$ cat src/vcc_pkg.sv
// constants, register map and carrier types of the voltage comparator control block
// assumes an apb master on pclk and an analog comparator core driving one async result line
// How it works
// enable bit 7 powers the comparator
// disabled: pin outputs low, supply off
// bit 6 reads live comparator result
// falling edge sets flag bit 4
// rising edge sets flag bit 5
// edge flags sticky, only software clears
// rise enable gates rise interrupt
// fall enable gates fall interrupt
// positive hysteresis code to analog core
// negative hysteresis, same encoding
// response mode field picks speed/power
// unused mode bits read zero
// latched and raw outputs for pins
// raw output needs no clock
// first instance offers reset source
// software clears flags after reconfiguring
// interrupt from flag and enable pairs
// edges found on synchronised samples
package vcc_pkg;

  localparam int unsigned ADDR_W = 12;
  // printed offsets are indices; byte address is four times the index
  localparam logic [7:0] IDX_CTRL = 8'h9b;
  localparam logic [7:0] IDX_MODE = 8'h9d;
  localparam logic [7:0] IDX_STAT = 8'ha0;
  localparam logic [7:0] IDX_MASK = 8'ha1;

  localparam int unsigned CTL_EN = 7;
  localparam int unsigned CTL_RES = 6;
  localparam int unsigned CTL_RISE = 5;
  localparam int unsigned CTL_FALL = 4;
  localparam int unsigned CTL_HYP = 2;
  localparam int unsigned CTL_HYN = 0;
  localparam int unsigned MD_RIE = 5;
  localparam int unsigned MD_FIE = 4;
  localparam int unsigned MD_MODE = 0;
  localparam int unsigned EV_RISE = 0;
  localparam int unsigned EV_FALL = 1;

  localparam logic [7:0] CTRL_RST = 8'h00;
  localparam logic [7:0] MODE_RST = 8'h02;
  localparam logic [1:0] MASK_RST = 2'h0;

  // hysteresis: off, 5 mV, 10 mV, 20 mV
  localparam logic [1:0] HYST_OFF = 2'h0;
  localparam logic [1:0] HYST_20MV = 2'h3;
  // response: fastest/highest power up to slowest/lowest power
  localparam logic [1:0] RESP_FAST = 2'h0;
  localparam logic [1:0] RESP_SLOW = 2'h3;

  typedef enum logic [1:0] {
    VCC_IDLE = 2'b01,
    VCC_ACC = 2'b10
  } vcc_phase_t;

  typedef enum logic [2:0] {
    VCC_RS_NONE,
    VCC_RS_CTRL,
    VCC_RS_MODE,
    VCC_RS_STAT,
    VCC_RS_MASK
  } vcc_reg_t;

  typedef struct packed {
    logic en;
    logic rflag;
    logic fflag;
    logic [1:0] hyp;
    logic [1:0] hyn;
  } vcc_ctl_t;

  typedef struct packed {
    logic rie;
    logic fie;
    logic [1:0] mode;
  } vcc_md_t;

  typedef struct packed {
    logic power_en;
    logic [1:0] hyst_pos;
    logic [1:0] hyst_neg;
    logic [1:0] resp_mode;
  } vcc_ana_t;

  typedef struct packed {
    logic s1;
    logic s2;
  } vcc_sync_t;

  typedef struct packed {
    logic prev;
  } vcc_edge_t;

  typedef struct packed {
    vcc_phase_t ph;
    vcc_ctl_t ctl;
    vcc_md_t md;
    logic [1:0] stat;
    logic [1:0] mask;
    logic [31:0] prdata;
    logic pready;
    logic pslverr;
    logic irq;
    logic lat;
    logic rst_src;
  } vcc_state_t;

endpackage : vcc_pkg

$ cat src/vcc_sync2.sv
// two-flop synchroniser for the asynchronous comparator result
// assumes pclk domain; only the second flop is visible
`timescale 1ns/1ns
module vcc_sync2 (
  input wire logic pclk,
  input wire logic presetn,
  input wire logic async_in,
  output logic sync_out
);
  vcc_pkg::vcc_sync_t s_r;
  vcc_pkg::vcc_sync_t s_nxt;

  always_comb begin
    s_nxt.s1 = async_in;
    s_nxt.s2 = s_r.s1;
  end

  always_ff @(posedge pclk or negedge presetn) begin
    if (!presetn) begin
      s_r <= '0;
    end else begin
      s_r <= s_nxt;
    end
  end

  assign sync_out = s_r.s2;
endmodule : vcc_sync2

$ cat src/vcc_edge_det.sv
// rise and fall pulses from a synchronised level
// assumes the input is already in the pclk domain
`timescale 1ns/1ns
module vcc_edge_det (
  input wire logic pclk,
  input wire logic presetn,
  input wire logic level,
  output logic rise_p,
  output logic fall_p
);
  vcc_pkg::vcc_edge_t e_r;
  vcc_pkg::vcc_edge_t e_nxt;

  always_comb begin
    e_nxt.prev = level;
  end

  always_ff @(posedge pclk or negedge presetn) begin
    if (!presetn) begin
      e_r <= '0;
    end else begin
      e_r <= e_nxt;
    end
  end

  // each sample against the previous one
  assign rise_p = level & ~e_r.prev;
  assign fall_p = ~level & e_r.prev;
endmodule : vcc_edge_det

$ cat src/vcc_ctrl.sv
// voltage comparator control: apb registers, edge flags, interrupt, pin outputs
// assumes apb3 master on pclk and an analog core whose result line is asynchronous
`timescale 1ns/1ns
module vcc_ctrl #(
  parameter bit FIRST_INST = 1'b1
) (
  input wire logic pclk,
  input wire logic presetn,
  input wire logic psel,
  input wire logic penable,
  input wire logic pwrite,
  input wire logic [vcc_pkg::ADDR_W-1:0] paddr,
  input wire logic [31:0] pwdata,
  output logic [31:0] prdata,
  output logic pready,
  output logic pslverr,
  input wire logic cmp_core_out,
  output vcc_pkg::vcc_ana_t ana_cfg,
  output logic latched_cmp_output,
  output logic raw_cmp_output,
  output logic cmp_reset_src,
  output logic irq
);

  ////////////////////////////////////////////////////////////////////////////
  // address decode, used for both read and write

  function automatic vcc_pkg::vcc_reg_t reg_sel(
    input logic [vcc_pkg::ADDR_W-1:0] a
  );
    vcc_pkg::vcc_reg_t r;
    r = vcc_pkg::VCC_RS_NONE;
    if (a[1:0] == 2'h0) begin
      case (a[9:2])
        vcc_pkg::IDX_CTRL: r = vcc_pkg::VCC_RS_CTRL;
        vcc_pkg::IDX_MODE: r = vcc_pkg::VCC_RS_MODE;
        vcc_pkg::IDX_STAT: r = vcc_pkg::VCC_RS_STAT;
        vcc_pkg::IDX_MASK: r = vcc_pkg::VCC_RS_MASK;
        default: r = vcc_pkg::VCC_RS_NONE;
      endcase
    end
    if (a[vcc_pkg::ADDR_W-1:10] != '0) begin
      r = vcc_pkg::VCC_RS_NONE;
    end
    return r;
  endfunction : reg_sel

  ////////////////////////////////////////////////////////////////////////////
  // comparator result into the clock domain

  vcc_pkg::vcc_state_t st_r;
  vcc_pkg::vcc_state_t st_nxt;
  logic cmp_sync;
  logic cmp_live;
  logic rise_p;
  logic fall_p;

  vcc_sync2 u_sync (
    .pclk(pclk),
    .presetn(presetn),
    .async_in(cmp_core_out),
    .sync_out(cmp_sync)
  );

  // a powered-down core gives no result; enabling it may flag a false edge
  assign cmp_live = cmp_sync & st_r.ctl.en;

  vcc_edge_det u_edge (
    .pclk(pclk),
    .presetn(presetn),
    .level(cmp_live),
    .rise_p(rise_p),
    .fall_p(fall_p)
  );

  ////////////////////////////////////////////////////////////////////////////
  // state

  vcc_pkg::vcc_reg_t sel;
  logic done;
  logic [7:0] ctl_rd;
  logic [7:0] md_rd;
  logic [1:0] req;

  always_comb begin
    sel = reg_sel(paddr);
    done = psel & penable & st_r.pready;
    ctl_rd = {st_r.ctl.en, cmp_live, st_r.ctl.rflag, st_r.ctl.fflag,
              st_r.ctl.hyp, st_r.ctl.hyn};
    // unused mode bits never stored, so they read zero
    md_rd = {2'h0, st_r.md.rie, st_r.md.fie, 2'h0, st_r.md.mode};
    req[vcc_pkg::EV_RISE] = st_r.ctl.rflag & st_r.md.rie;
    req[vcc_pkg::EV_FALL] = st_r.ctl.fflag & st_r.md.fie;
  end

  always_comb begin
    st_nxt = st_r;

    // bus phases: zero wait, answer in the first access cycle
    case (st_r.ph)
      vcc_pkg::VCC_IDLE: begin
        st_nxt.pready = 1'b0;
        st_nxt.pslverr = 1'b0;
        if (psel && !penable) begin
          st_nxt.ph = vcc_pkg::VCC_ACC;
          st_nxt.pready = 1'b1;
          st_nxt.pslverr = (sel == vcc_pkg::VCC_RS_NONE);
          st_nxt.prdata = '0;
          if (!pwrite) begin
            case (sel)
              vcc_pkg::VCC_RS_CTRL: st_nxt.prdata[7:0] = ctl_rd;
              vcc_pkg::VCC_RS_MODE: st_nxt.prdata[7:0] = md_rd;
              vcc_pkg::VCC_RS_STAT: st_nxt.prdata[1:0] = st_r.stat;
              vcc_pkg::VCC_RS_MASK: st_nxt.prdata[1:0] = st_r.mask;
              default: st_nxt.prdata = '0;
            endcase
          end
        end
      end
      vcc_pkg::VCC_ACC: begin
        st_nxt.ph = vcc_pkg::VCC_IDLE;
        st_nxt.pready = 1'b0;
        st_nxt.pslverr = 1'b0;
      end
      default: begin
        st_nxt.ph = vcc_pkg::VCC_IDLE;
        st_nxt.pready = 1'b0;
        st_nxt.pslverr = 1'b0;
      end
    endcase

    // register writes land at the completing edge
    if (done && pwrite) begin
      case (sel)
        vcc_pkg::VCC_RS_CTRL: begin
          st_nxt.ctl.en = pwdata[vcc_pkg::CTL_EN];
          st_nxt.ctl.rflag = pwdata[vcc_pkg::CTL_RISE];
          st_nxt.ctl.fflag = pwdata[vcc_pkg::CTL_FALL];
          st_nxt.ctl.hyp = pwdata[vcc_pkg::CTL_HYP +: 2];
          st_nxt.ctl.hyn = pwdata[vcc_pkg::CTL_HYN +: 2];
        end
        vcc_pkg::VCC_RS_MODE: begin
          st_nxt.md.rie = pwdata[vcc_pkg::MD_RIE];
          st_nxt.md.fie = pwdata[vcc_pkg::MD_FIE];
          st_nxt.md.mode = pwdata[vcc_pkg::MD_MODE +: 2];
        end
        vcc_pkg::VCC_RS_MASK: begin
          st_nxt.mask = pwdata[1:0];
        end
        default: begin
          st_nxt.mask = st_r.mask;
        end
      endcase
    end

    // read clears only the bits that were actually returned
    if (done && !pwrite && sel == vcc_pkg::VCC_RS_STAT) begin
      st_nxt.stat = st_r.stat & ~st_r.prdata[1:0];
    end

    // hardware only ever sets, and a set beats a same-cycle clear
    if (rise_p) begin
      st_nxt.ctl.rflag = 1'b1;
      st_nxt.stat[vcc_pkg::EV_RISE] = 1'b1;
    end
    if (fall_p) begin
      st_nxt.ctl.fflag = 1'b1;
      st_nxt.stat[vcc_pkg::EV_FALL] = 1'b1;
    end

    st_nxt.irq = (|req) | (|(st_r.stat & st_r.mask));

    // disabled core forces pin copies low
    st_nxt.lat = cmp_live;
    st_nxt.rst_src = FIRST_INST & cmp_live;
  end

  always_ff @(posedge pclk or negedge presetn) begin
    if (!presetn) begin
      st_r.ph <= vcc_pkg::VCC_IDLE;
      st_r.ctl <= vcc_pkg::vcc_ctl_t'({vcc_pkg::CTRL_RST[7], vcc_pkg::CTRL_RST[5:0]});
      st_r.md <= vcc_pkg::vcc_md_t'({vcc_pkg::MODE_RST[5:4], vcc_pkg::MODE_RST[1:0]});
      st_r.stat <= 2'h0;
      st_r.mask <= vcc_pkg::MASK_RST;
      st_r.prdata <= 32'h0000_0000;
      st_r.pready <= 1'b0;
      st_r.pslverr <= 1'b0;
      st_r.irq <= 1'b0;
      st_r.lat <= 1'b0;
      st_r.rst_src <= 1'b0;
    end else begin
      st_r <= st_nxt;
    end
  end

  ////////////////////////////////////////////////////////////////////////////
  // outputs

  assign prdata = st_r.prdata;
  assign pready = st_r.pready;
  assign pslverr = st_r.pslverr;
  assign irq = st_r.irq;
  assign latched_cmp_output = st_r.lat;
  assign cmp_reset_src = st_r.rst_src;
  assign ana_cfg.power_en = st_r.ctl.en;
  assign ana_cfg.hyst_pos = st_r.ctl.hyp;
  assign ana_cfg.hyst_neg = st_r.ctl.hyn;
  assign ana_cfg.resp_mode = st_r.md.mode;

  // deliberately unclocked so it keeps working with pclk stopped
  assign raw_cmp_output = cmp_core_out & st_r.ctl.en;

  logic wr_ctl;
  logic wr_md;
  logic rd_ctl;
  logic rd_md;
  assign wr_ctl = done && pwrite && sel == vcc_pkg::VCC_RS_CTRL;
  assign wr_md = done && pwrite && sel == vcc_pkg::VCC_RS_MODE;
  assign rd_ctl = done && !pwrite && sel == vcc_pkg::VCC_RS_CTRL;
  assign rd_md = done && !pwrite && sel == vcc_pkg::VCC_RS_MODE;
endmodule : vcc_ctrl

$ cat config.mk
export PLATFORM = sky130hd
export DESIGN_NAME = vcc_ctrl
export DESIGN_NICKNAME = d
export VERILOG_FILES = /design/src/vcc_pkg.sv /design/src/vcc_sync2.sv /design/src/vcc_edge_det.sv /design/src/vcc_ctrl.sv
export SDC_FILE = /design/constraint.sdc
export NUM_CORES = 1
export LEC_CHECK = 0
export ABC_AREA = 1
export BUFFER_PORTS_ARGS = -buffer_cell sky130_fd_sc_hd__buf_2
export CAP_MARGIN = 0
export CORE_UTILIZATION = 41
export DETAILED_ROUTE_END_ITERATION = 8
export GPL_ROUTABILITY_DRIVEN = 0
export PLACE_DENSITY_LB_ADDON = 0.05
export SLEW_MARGIN = 5
export SYNTH_ARGS = -nofsm -noshare
export SYNTH_HDL_FRONTEND = slang
export SYNTH_HIERARCHICAL = 1
export SYNTH_SLANG_ARGS = --single-unit
export TNS_END_PERCENT = 20
$ cat constraint.sdc
create_clock -name pclk -period 1.4 [get_ports pclk]
set_clock_uncertainty 0.05 [all_clocks]
set_input_delay 0.14 -clock pclk [delete_from_list [all_inputs] [get_ports pclk]]
set_output_delay 0.14 -clock pclk [all_outputs]
set_load 0.02 [all_outputs]
; ---- Word level (Yosys, flattened, before mapping)
; Cells that the tools add are included.
[totals]
reg_bits = 31
output_inout_bits = 45
[classes]
reduce_logical = 23
n_eq_ne = 10
bitwise_logic = 14
muxes = 18
[ops]
columns = cell, count
row1 = 8-bit equality test (second input constant), 4
row2 = 2-bit nonzero test, 7
row3 = 3-bit case mux with 4 select lines, 1
row4 = 6-bit case mux with 2 select lines, 1
row5 = 2-bit AND reduction, 6
row6 = 10-bit 2-to-1 mux, 1
row7 = 2-bit 2-to-1 mux, 5
row8 = 1-bit bitwise AND, 8
row9 = 8-bit 2-to-1 mux, 1
row10 = 2-bit case mux with 4 select lines, 1
row11 = 3-bit by 2-bit equality test with 1-bit output (second input constant), 2
row12 = 3-bit 2-to-1 mux, 2
row13 = 6-bit 2-to-1 mux, 1
row14 = 2-bit bitwise AND, 2
row15 = 1-bit logical AND, 4
row16 = 1-bit 2-to-1 mux, 4
row17 = 4-bit 2-to-1 mux, 1
row18 = 2-bit OR reduction, 2
row19 = 3-bit by 1-bit equality test with 1-bit output (second input constant), 1
row20 = 3-bit equality test (second input constant), 1
row21 = 3-bit zero test, 1
row22 = 2-bit by 1-bit equality test with 1-bit output (second input constant), 1
row23 = 1-bit zero test, 2
row24 = 2-bit zero test, 1
row25 = other kinds (4), 5

; ---- Longest topological paths before layout
; Gate-level depths: netlist (run 1).
[depth]
depth_word = 8
mapped_depth = 12
mapped_depth_nobuf = 12

; ---- By module
; Netlist (run 1), hierarchy kept.
[by_module_without_submodules]
columns = module, n_inst, cells_per_inst, area_per_inst_um2
row1 = vcc_ctrl, 1, 224, 1751.7
row2 = vcc_sync2, 1, 2, 50.0
row3 = vcc_edge_det, 1, 5, 40.0

; ---- Worst setup path before layout (run 1)
; No wires, ideal clock.
[synth_path]
path_type = register -> register
start = register st_r[52] (netlist name)
end = register prdata[0] (netlist name)
setup_ns = 0.066
arrival_ns = 1.230
n_path_buf = 0
slack_ns = 0.054
required_ns = 1.284
period_less_slack_ns = 1.346
path_stages_with_launch = 9
path_cell_list = dfstp_2 inv_1 nor2_1 nand3_1 nor2_1 o21ai_0 inv_1 nand2_1 nand2_1
[synth_via]
elab_chain_len = 2
[synth_rtl]
columns = item, line
row1 = from (decl), vcc_ctrl.sv:51  ; vcc_pkg::vcc_state_t st_r;
row2 = from (signal assigned), vcc_ctrl.sv:192  ; st_r <= st_nxt;
row3 = 2-bit by 1-bit equality test with 1-bit output, vcc_ctrl.sv:100  ; case (st_r.ph)
row4 = 2-bit AND reduction (no line), -
; Every way passes these cells.
; A chain may end at the register's enable or synchronous reset.

; ---- Final worst setup path (run 1)
[layout_path]
start = register st_r[52] (netlist name)
end = register prdata[0] (netlist name)
[layout_via]
elab_chain_len = 2
[layout_rtl]
columns = item, line
row1 = 2-bit by 1-bit equality test with 1-bit output, vcc_ctrl.sv:100
row2 = 2-bit AND reduction (no line), -
; Every way passes these cells.

==> results_dict.tcl, run 1 <==
set metrics [dict create \
    drt_pass1_iterations 4 \
    io_buffers 45 \
    fill_cells 460 \
    finalMaxSlewViolations 0 \
    arrival_ns 1.51 \
    synth_mux_area_share_pct 0 \
    cts_tree "done" \
    busiest_layer "met2" \
    path_cells "inv_2 > nor2_2 > nand3_2 > nor2_1 > buf_4 > o21ai_2 > inv_1 > nand2_1 > nand2_1" \
    antenna_left 0 \
    yosys.area_share.adder_pct 0 \
    power_density_nw_per_um2 834.9 \
    status "finished clean" \
    grt-ovfl-total 0 \
    yosysWarningCount 6 \
    hold_class "input pin to flop" \
    cts_htree_levels 2 \
    rrSetupSlack_ns 0.06 \
    fin_util_pct 50.06 \
    startpoint_type "flop" \
    track_usage_pct 15.96 \
    synth-simple-area-share_pct 29.55 \
    detail_route.wl_per_cell_um 10.25 \
    die_h_um 69.03 \
    worstSkewPairLatency_ns 0.28 \
    syn_to_final_growth_pct 17.53 \
    synth_cell_types 23 \
    core_area_um2 4324 \
    grt_pass1_wl_um 6058 \
    final_cell_mix "nand2_1, buf_2, dfrtp_1" \
    grt_start_max_net_pins 33 \
    clk_pin_slew_ns 0.07 \
    critPathMaxStageDelay_ns 0.52 \
    die_w_um 69.03 \
    clock_path_buffers 2 \
    syn_area_um2 1842 \
    ys_ff_latch 32 \
    min_period_over_period_pct 95.46 \
    rows 24 \
    rsz0062_at_grt "yes" \
    ir_drop_v 0.0004627 \
    setup_viol 0 \
    cp_slowest_cell "dfstp_2" \
    wirelength_um 3434 \
    use_met1_pct 22.29 \
    start_util_pct 42.59 \
    route.detailed.drc 0 \
    clock_sinks 32 \
    dp_slack_ns -0.0003934 \
    hold_viol_final 0 \
    io_pins 95 \
    path_max_fanout 6 \
    cp.required_ns 1.57 \
    diodes 0 \
    max_freq_mhz 748.3 \
    critical_path.most_common_cell "nand2_1" \
    cpLargestDelayFamily "flip-flops" \
    crit_type "flop to flop" \
    path_buf_inv 3 \
    dieArea_um2 4764 \
    synth_xor_area_share_pct 0 \
    endpoint_kind "flop" \
    nets 332 \
    synth_top_family_by_area "simple AND/OR/NAND/NOR gates" \
    use_met3_pct 4.678 \
    mostFrequentLayoutCell "nand2_1" \
    syn_avg_cell_area_um2 7.973 \
    drive_gt1_share_pct 31.10 \
    cts_made_buffers 5 \
    leakagePower_nw 1.327 \
    maxCapViolCount 0 \
    vias 1423 \
    root_buffer "clkbuf_8" \
    drtIter0Drc 57 \
    stdcell_area_um2 2165 \
    seq_area_frac_synth_pct 43.61 \
    setup_ws_ns 0.06356 \
    period_needed_ns 1.336 \
    dpl_cell_area_um2 2009 \
    synth_compound_area_share_pct 3.601 \
    postSynthCellCount 231 \
    hpwl_um 2602 \
    first_global_vias 1353 \
    grt_antenna_before_repair 0 \
    vias_per_cell 4.248 \
    use_met2_pct 23.95 \
]
[stage by stage]
| stage | hold WS, ns | TNS [ns] | std cells | power, mW |
|---|---|---|---|---|
| floorplan | -0.2056 | 0 | 254 | 1.107 |
| global placement | 0.1360 | 0 | 321 | 1.130 |
| detailed placement | 0.1363 | -0.0003934 | 321 | 1.132 |
| CTS | 0.02225 | 0 | 334 | 1.824 |
| global route | 0.02694 | -0.04725 | 335 | 1.890 |
| finish | 0.02715 | 0 | 335 | 1.807 |
[registers in the layout (all words and copies together), names as in the netlist]
signal	count
ana_cfg	7
cmp_reset_src	1
ctl_rd	2
irq	1
md_rd	2
prdata	8
pready	1
pslverr	1
st_r	6
u_edge/e_r	1
u_sync/s_nxt	1
u_sync/sync_out	1
[path summary, 6_finish.rpt]
check	start	endpoint	cells after the start
max	st_r[52]	prdata[0]	9
min	pwdata[5]	ctl_rd[5]	3
max reg2reg	st_r[52]	prdata[0]	9
min reg2reg	u_sync/s_nxt[0]	u_sync/sync_out	0
max in group asynchronous	presetn	ana_cfg[1]	3
min in group asynchronous	presetn	prdata[3]	3
[worst min-delay path, delay by kind of cell]
family / cells / cell delay, ns
AND/OR/NAND/NOR: 2 / 0.10
buffers and inverters: 1 / 0.09
[repair_timing]
action	4_1_cts	5_1_grt
setup endpoints to repair	0	3
buffers inserted	0	1
hold endpoints to repair	34	0
hold buffers	5	0
gates resized for setup	0	6
[synth_stat cells]
cell type,instances,area [um^2]
nand4_1,5,31.28
buf_4,40,300.3
a221o_1,1,10.01
nand2_4,6,67.56
nor2_1,17,63.81
dfrtp_1,30,750.7
o22ai_1,1,6.260
nand2_2,3,18.77
nor2_2,1,6.260
nand2_1,65,244.0
nand3_1,13,65.06
o21ai_0,5,25.02
nor2_4,2,22.52
inv_4,1,6.260
nor3_1,1,5.000
dfstp_2,2,52.55
o21ai_1,5,25.02
clkinv_2,1,5.000
clkbuf_1,1,3.750
inv_2,3,11.26
nor2_8,1,20.02
inv_1,26,97.59
conb_1,1,3.750
[kinds of logic (layout without fill, tap and decap cells)]
group	Yosys count	count (layout)
AO/OA/AOI/OAI	12	12
other	1	24
flip-flops	32	32
buffers and inverters	72	101
AND/OR/NAND/NOR	114	114
[routing by layer]
layer	vias to the layer above	wire, um	share of wire, %
met5	-	0	0
li1	749	-	-
met4	0	53	1.5
met1	623	1797	52
met3	7	185	5.4
met2	44	1398	41
[power breakdown]
part / switching, mW / internal, mW
sequential: 0.00425 / 0.936
clock: 0.330 / 0.348
combinational: 0.131 / 0.0572
[area by class of cell]
type / instances / area, um^2 / share of cell area [%]
multi-input cells: 150 / 716.9 / 33.12
inverters: 31 / 120.1 / 5.549
well taps: 52 / 65.06 / 3.006
clock inverters: 1 / 5.005 / 0.2312
flip-flops and latches: 32 / 803.3 / 37.11
clock buffers: 7 / 76.32 / 3.526
repair buffers: 62 / 377.9 / 17.46
Note: power is estimated with default switching activity, not from simulation.
==> run 2, diff against run 1 <==
--- a/config.mk
+++ b/config.mk
@@ -6,7 +6,7 @@
 export NUM_CORES = 1
 export LEC_CHECK = 0
 export ABC_AREA = 1
-export BUFFER_PORTS_ARGS = -buffer_cell sky130_fd_sc_hd__buf_2
+export BUFFER_PORTS_ARGS = -buffer_cell sky130_fd_sc_hd__buf_4
 export CAP_MARGIN = 0
 export CORE_UTILIZATION = 41
 export DETAILED_ROUTE_END_ITERATION = 8
==> run 2 against run 1 <==
First-iteration DRC count increased by 39%; non-clock buffer count fell by 3; via count fell by 0.56%; die area stayed put; sequential cell count is the same; total power increased by 5.1%; combinational power increased by 12%; largest cell class unchanged.
==> results_dict.tcl, run 2 (synthesized netlist as in run 1, its figures left out) <==
set metrics [dict create \
    grt_start_max_net_pins 33 \
    maxCapViolCount 0 \
    core_area_um2 4324 \
    die_h_um 69.03 \
    busiest_layer "met2" \
    grt-ovfl-total 0 \
    io_buffers 45 \
    antenna_left 0 \
    dp_slack_ns 0.006532 \
    use_met3_pct 5.409 \
    grt_antenna_before_repair 0 \
    detail_route.wl_per_cell_um 10.12 \
    vias 1415 \
    finalMaxSlewViolations 0 \
    drt_pass1_iterations 4 \
    mostFrequentLayoutCell "nand2_1" \
    power.internal_mw 1.413 \
    cts_tree "done" \
    diodes 0 \
    grt_pass1_wl_um 5871 \
    status "finished clean" \
    vias_per_cell 4.262 \
    hpwl_um 2540 \
    die_w_um 69.03 \
    fin_util_pct 52.37 \
    p_sw_share_pct 25.58 \
    arrival_ns 1.51 \
    route.detailed.drc 0 \
    drtIter0Drc 79 \
    start_util_pct 42.59 \
    min_period_over_period_pct 96.84 \
    path_max_fanout 12 \
    track_usage_pct 15.71 \
    use_met2_pct 22.87 \
    hold_viol_final 0 \
    cts_made_buffers 5 \
    io_pins 95 \
    setup_viol 0 \
    cp.required_ns 1.55 \
    clk_pin_slew_ns 0.07 \
    wirelength_um 3361 \
    hold_class "input pin to flop" \
    power_frac_comb_pct 11.1 \
    largest_reg_flops 8 \
    dp.cells 318 \
    startpoint_type "flop" \
    pwr-share-seq_pct 49.5 \
    root_buffer "clkbuf_8" \
    clock_sinks 32 \
    max_freq_mhz 737.6 \
    first_global_vias 1295 \
    nets 329 \
    syn_to_final_growth_pct 22.96 \
    use_met1_pct 21.44 \
    ir_drop_v 0.0005579 \
    rows 24 \
    fill_cells 443 \
    cts_htree_levels 2 \
    clock_path_buffers 2 \
    worstSkewPairLatency_ns 0.29 \
    dieArea_um2 4764 \
    endpoint_kind "flop" \
    setup_ws_ns 0.04418 \
    power_density_nw_per_um2 838.4 \
    crit_type "flop to flop" \
    rsz0062_at_grt "yes" \
    instances_no_fill 332 \
    leakagePower_nw 1.331 \
    final_cell_mix "nand2_1, buf_4, dfrtp_1" \
    period_needed_ns 1.356 \
    drive_gt1_share_pct 31.07 \
    p_sw_mw 0.4857 \
    top_register "prdata" \
    clkPwrFrac_pct 39.4 \
]
## run 2: changes by cell type in the layout (fill, tap and decap cells not counted), sizes merged
cell,before,now
clkinv,2,1
clkinvlp,0,1
buf,57,54
## run 2: path summary, 6_finish.rpt
check	to	startpoint	slack, ns	depth (start not counted)
worst min-delay path	ctl_rd[4]	pwdata[4]	0.03	3
min in group asynchronous	prdata[7]	presetn	0.27	2
worst max-delay path	pslverr	st_r[52]	0.04	6
worst min register to register	u_sync/sync_out	u_sync/s_nxt[0]	0.30	0
worst max register to register	pslverr	st_r[52]	0.04	6
max in group asynchronous	ana_cfg[1]	presetn	0.70	2
## run 2: per-layer routing
layer,part of all wire (%),up-vias
li1,-,737
met1,50,626
met2,42,46
met3,6.3,6
met4,1.8,0
met5,0,-
## run 2: critical path: stages, from the launching register on
cell	delay, ns
dfstp_2	0.53
inv_2	0.03
nor2_2	0.11
nand3_2	0.10
buf_4	0.14
buf_6	0.13
nor3_1	0.18
## run 2: layout make-up
class / count / area [um^2] / share of cell area, %
inverters: 31 / 120.1 / 5.304
multi-input cells: 150 / 719.4 / 31.77
well taps: 52 / 65.06 / 2.873
clock inverters: 1 / 7.507 / 0.3315
repair buffers: 59 / 462.9 / 20.44
clock buffers: 7 / 86.33 / 3.812
flip-flops and latches: 32 / 803.3 / 35.47
## run 2: stage by stage
| stage | cell area [um^2] | setup TNS [ns] | hold slack [ns] | power [mW] |
|---|---|---|---|---|
| 2_1_floorplan | 1928 | 0 | -0.2056 | 1.107 |
| 3_3_place_gp | 2087 | 0 | 0.05457 | 1.148 |
| 3_5_place_dp | 2087 | 0 | 0.05124 | 1.149 |
| 4_1_cts | 2231 | 0 | 0.01877 | 1.904 |
| 5_1_grt | 2265 | -0.2632 | 0.04809 | 1.981 |
| 6_report | 2265 | 0 | 0.02748 | 1.899 |
## run 2: timing repair
action / CTS / global route
setup buffers: 0 / 1
gates resized for setup: 0 / 9
hold endpoints to repair: 34 / 0
setup endpoints to repair: 0 / 5
hold buffers: 5 / 0
## run 2: power groups by stage
stage / Combinational [mW] / Clock (mW) / Sequential, mW
4_1_cts: 0.203 / 0.761 / 0.939
3_5_place_dp: 0.192 / 0 / 0.957
2_1_floorplan: 0.146 / 0 / 0.961
5_1_grt: 0.234 / 0.806 / 0.941
6_report: 0.211 / 0.748 / 0.940
3_3_place_gp: 0.192 / 0 / 0.956
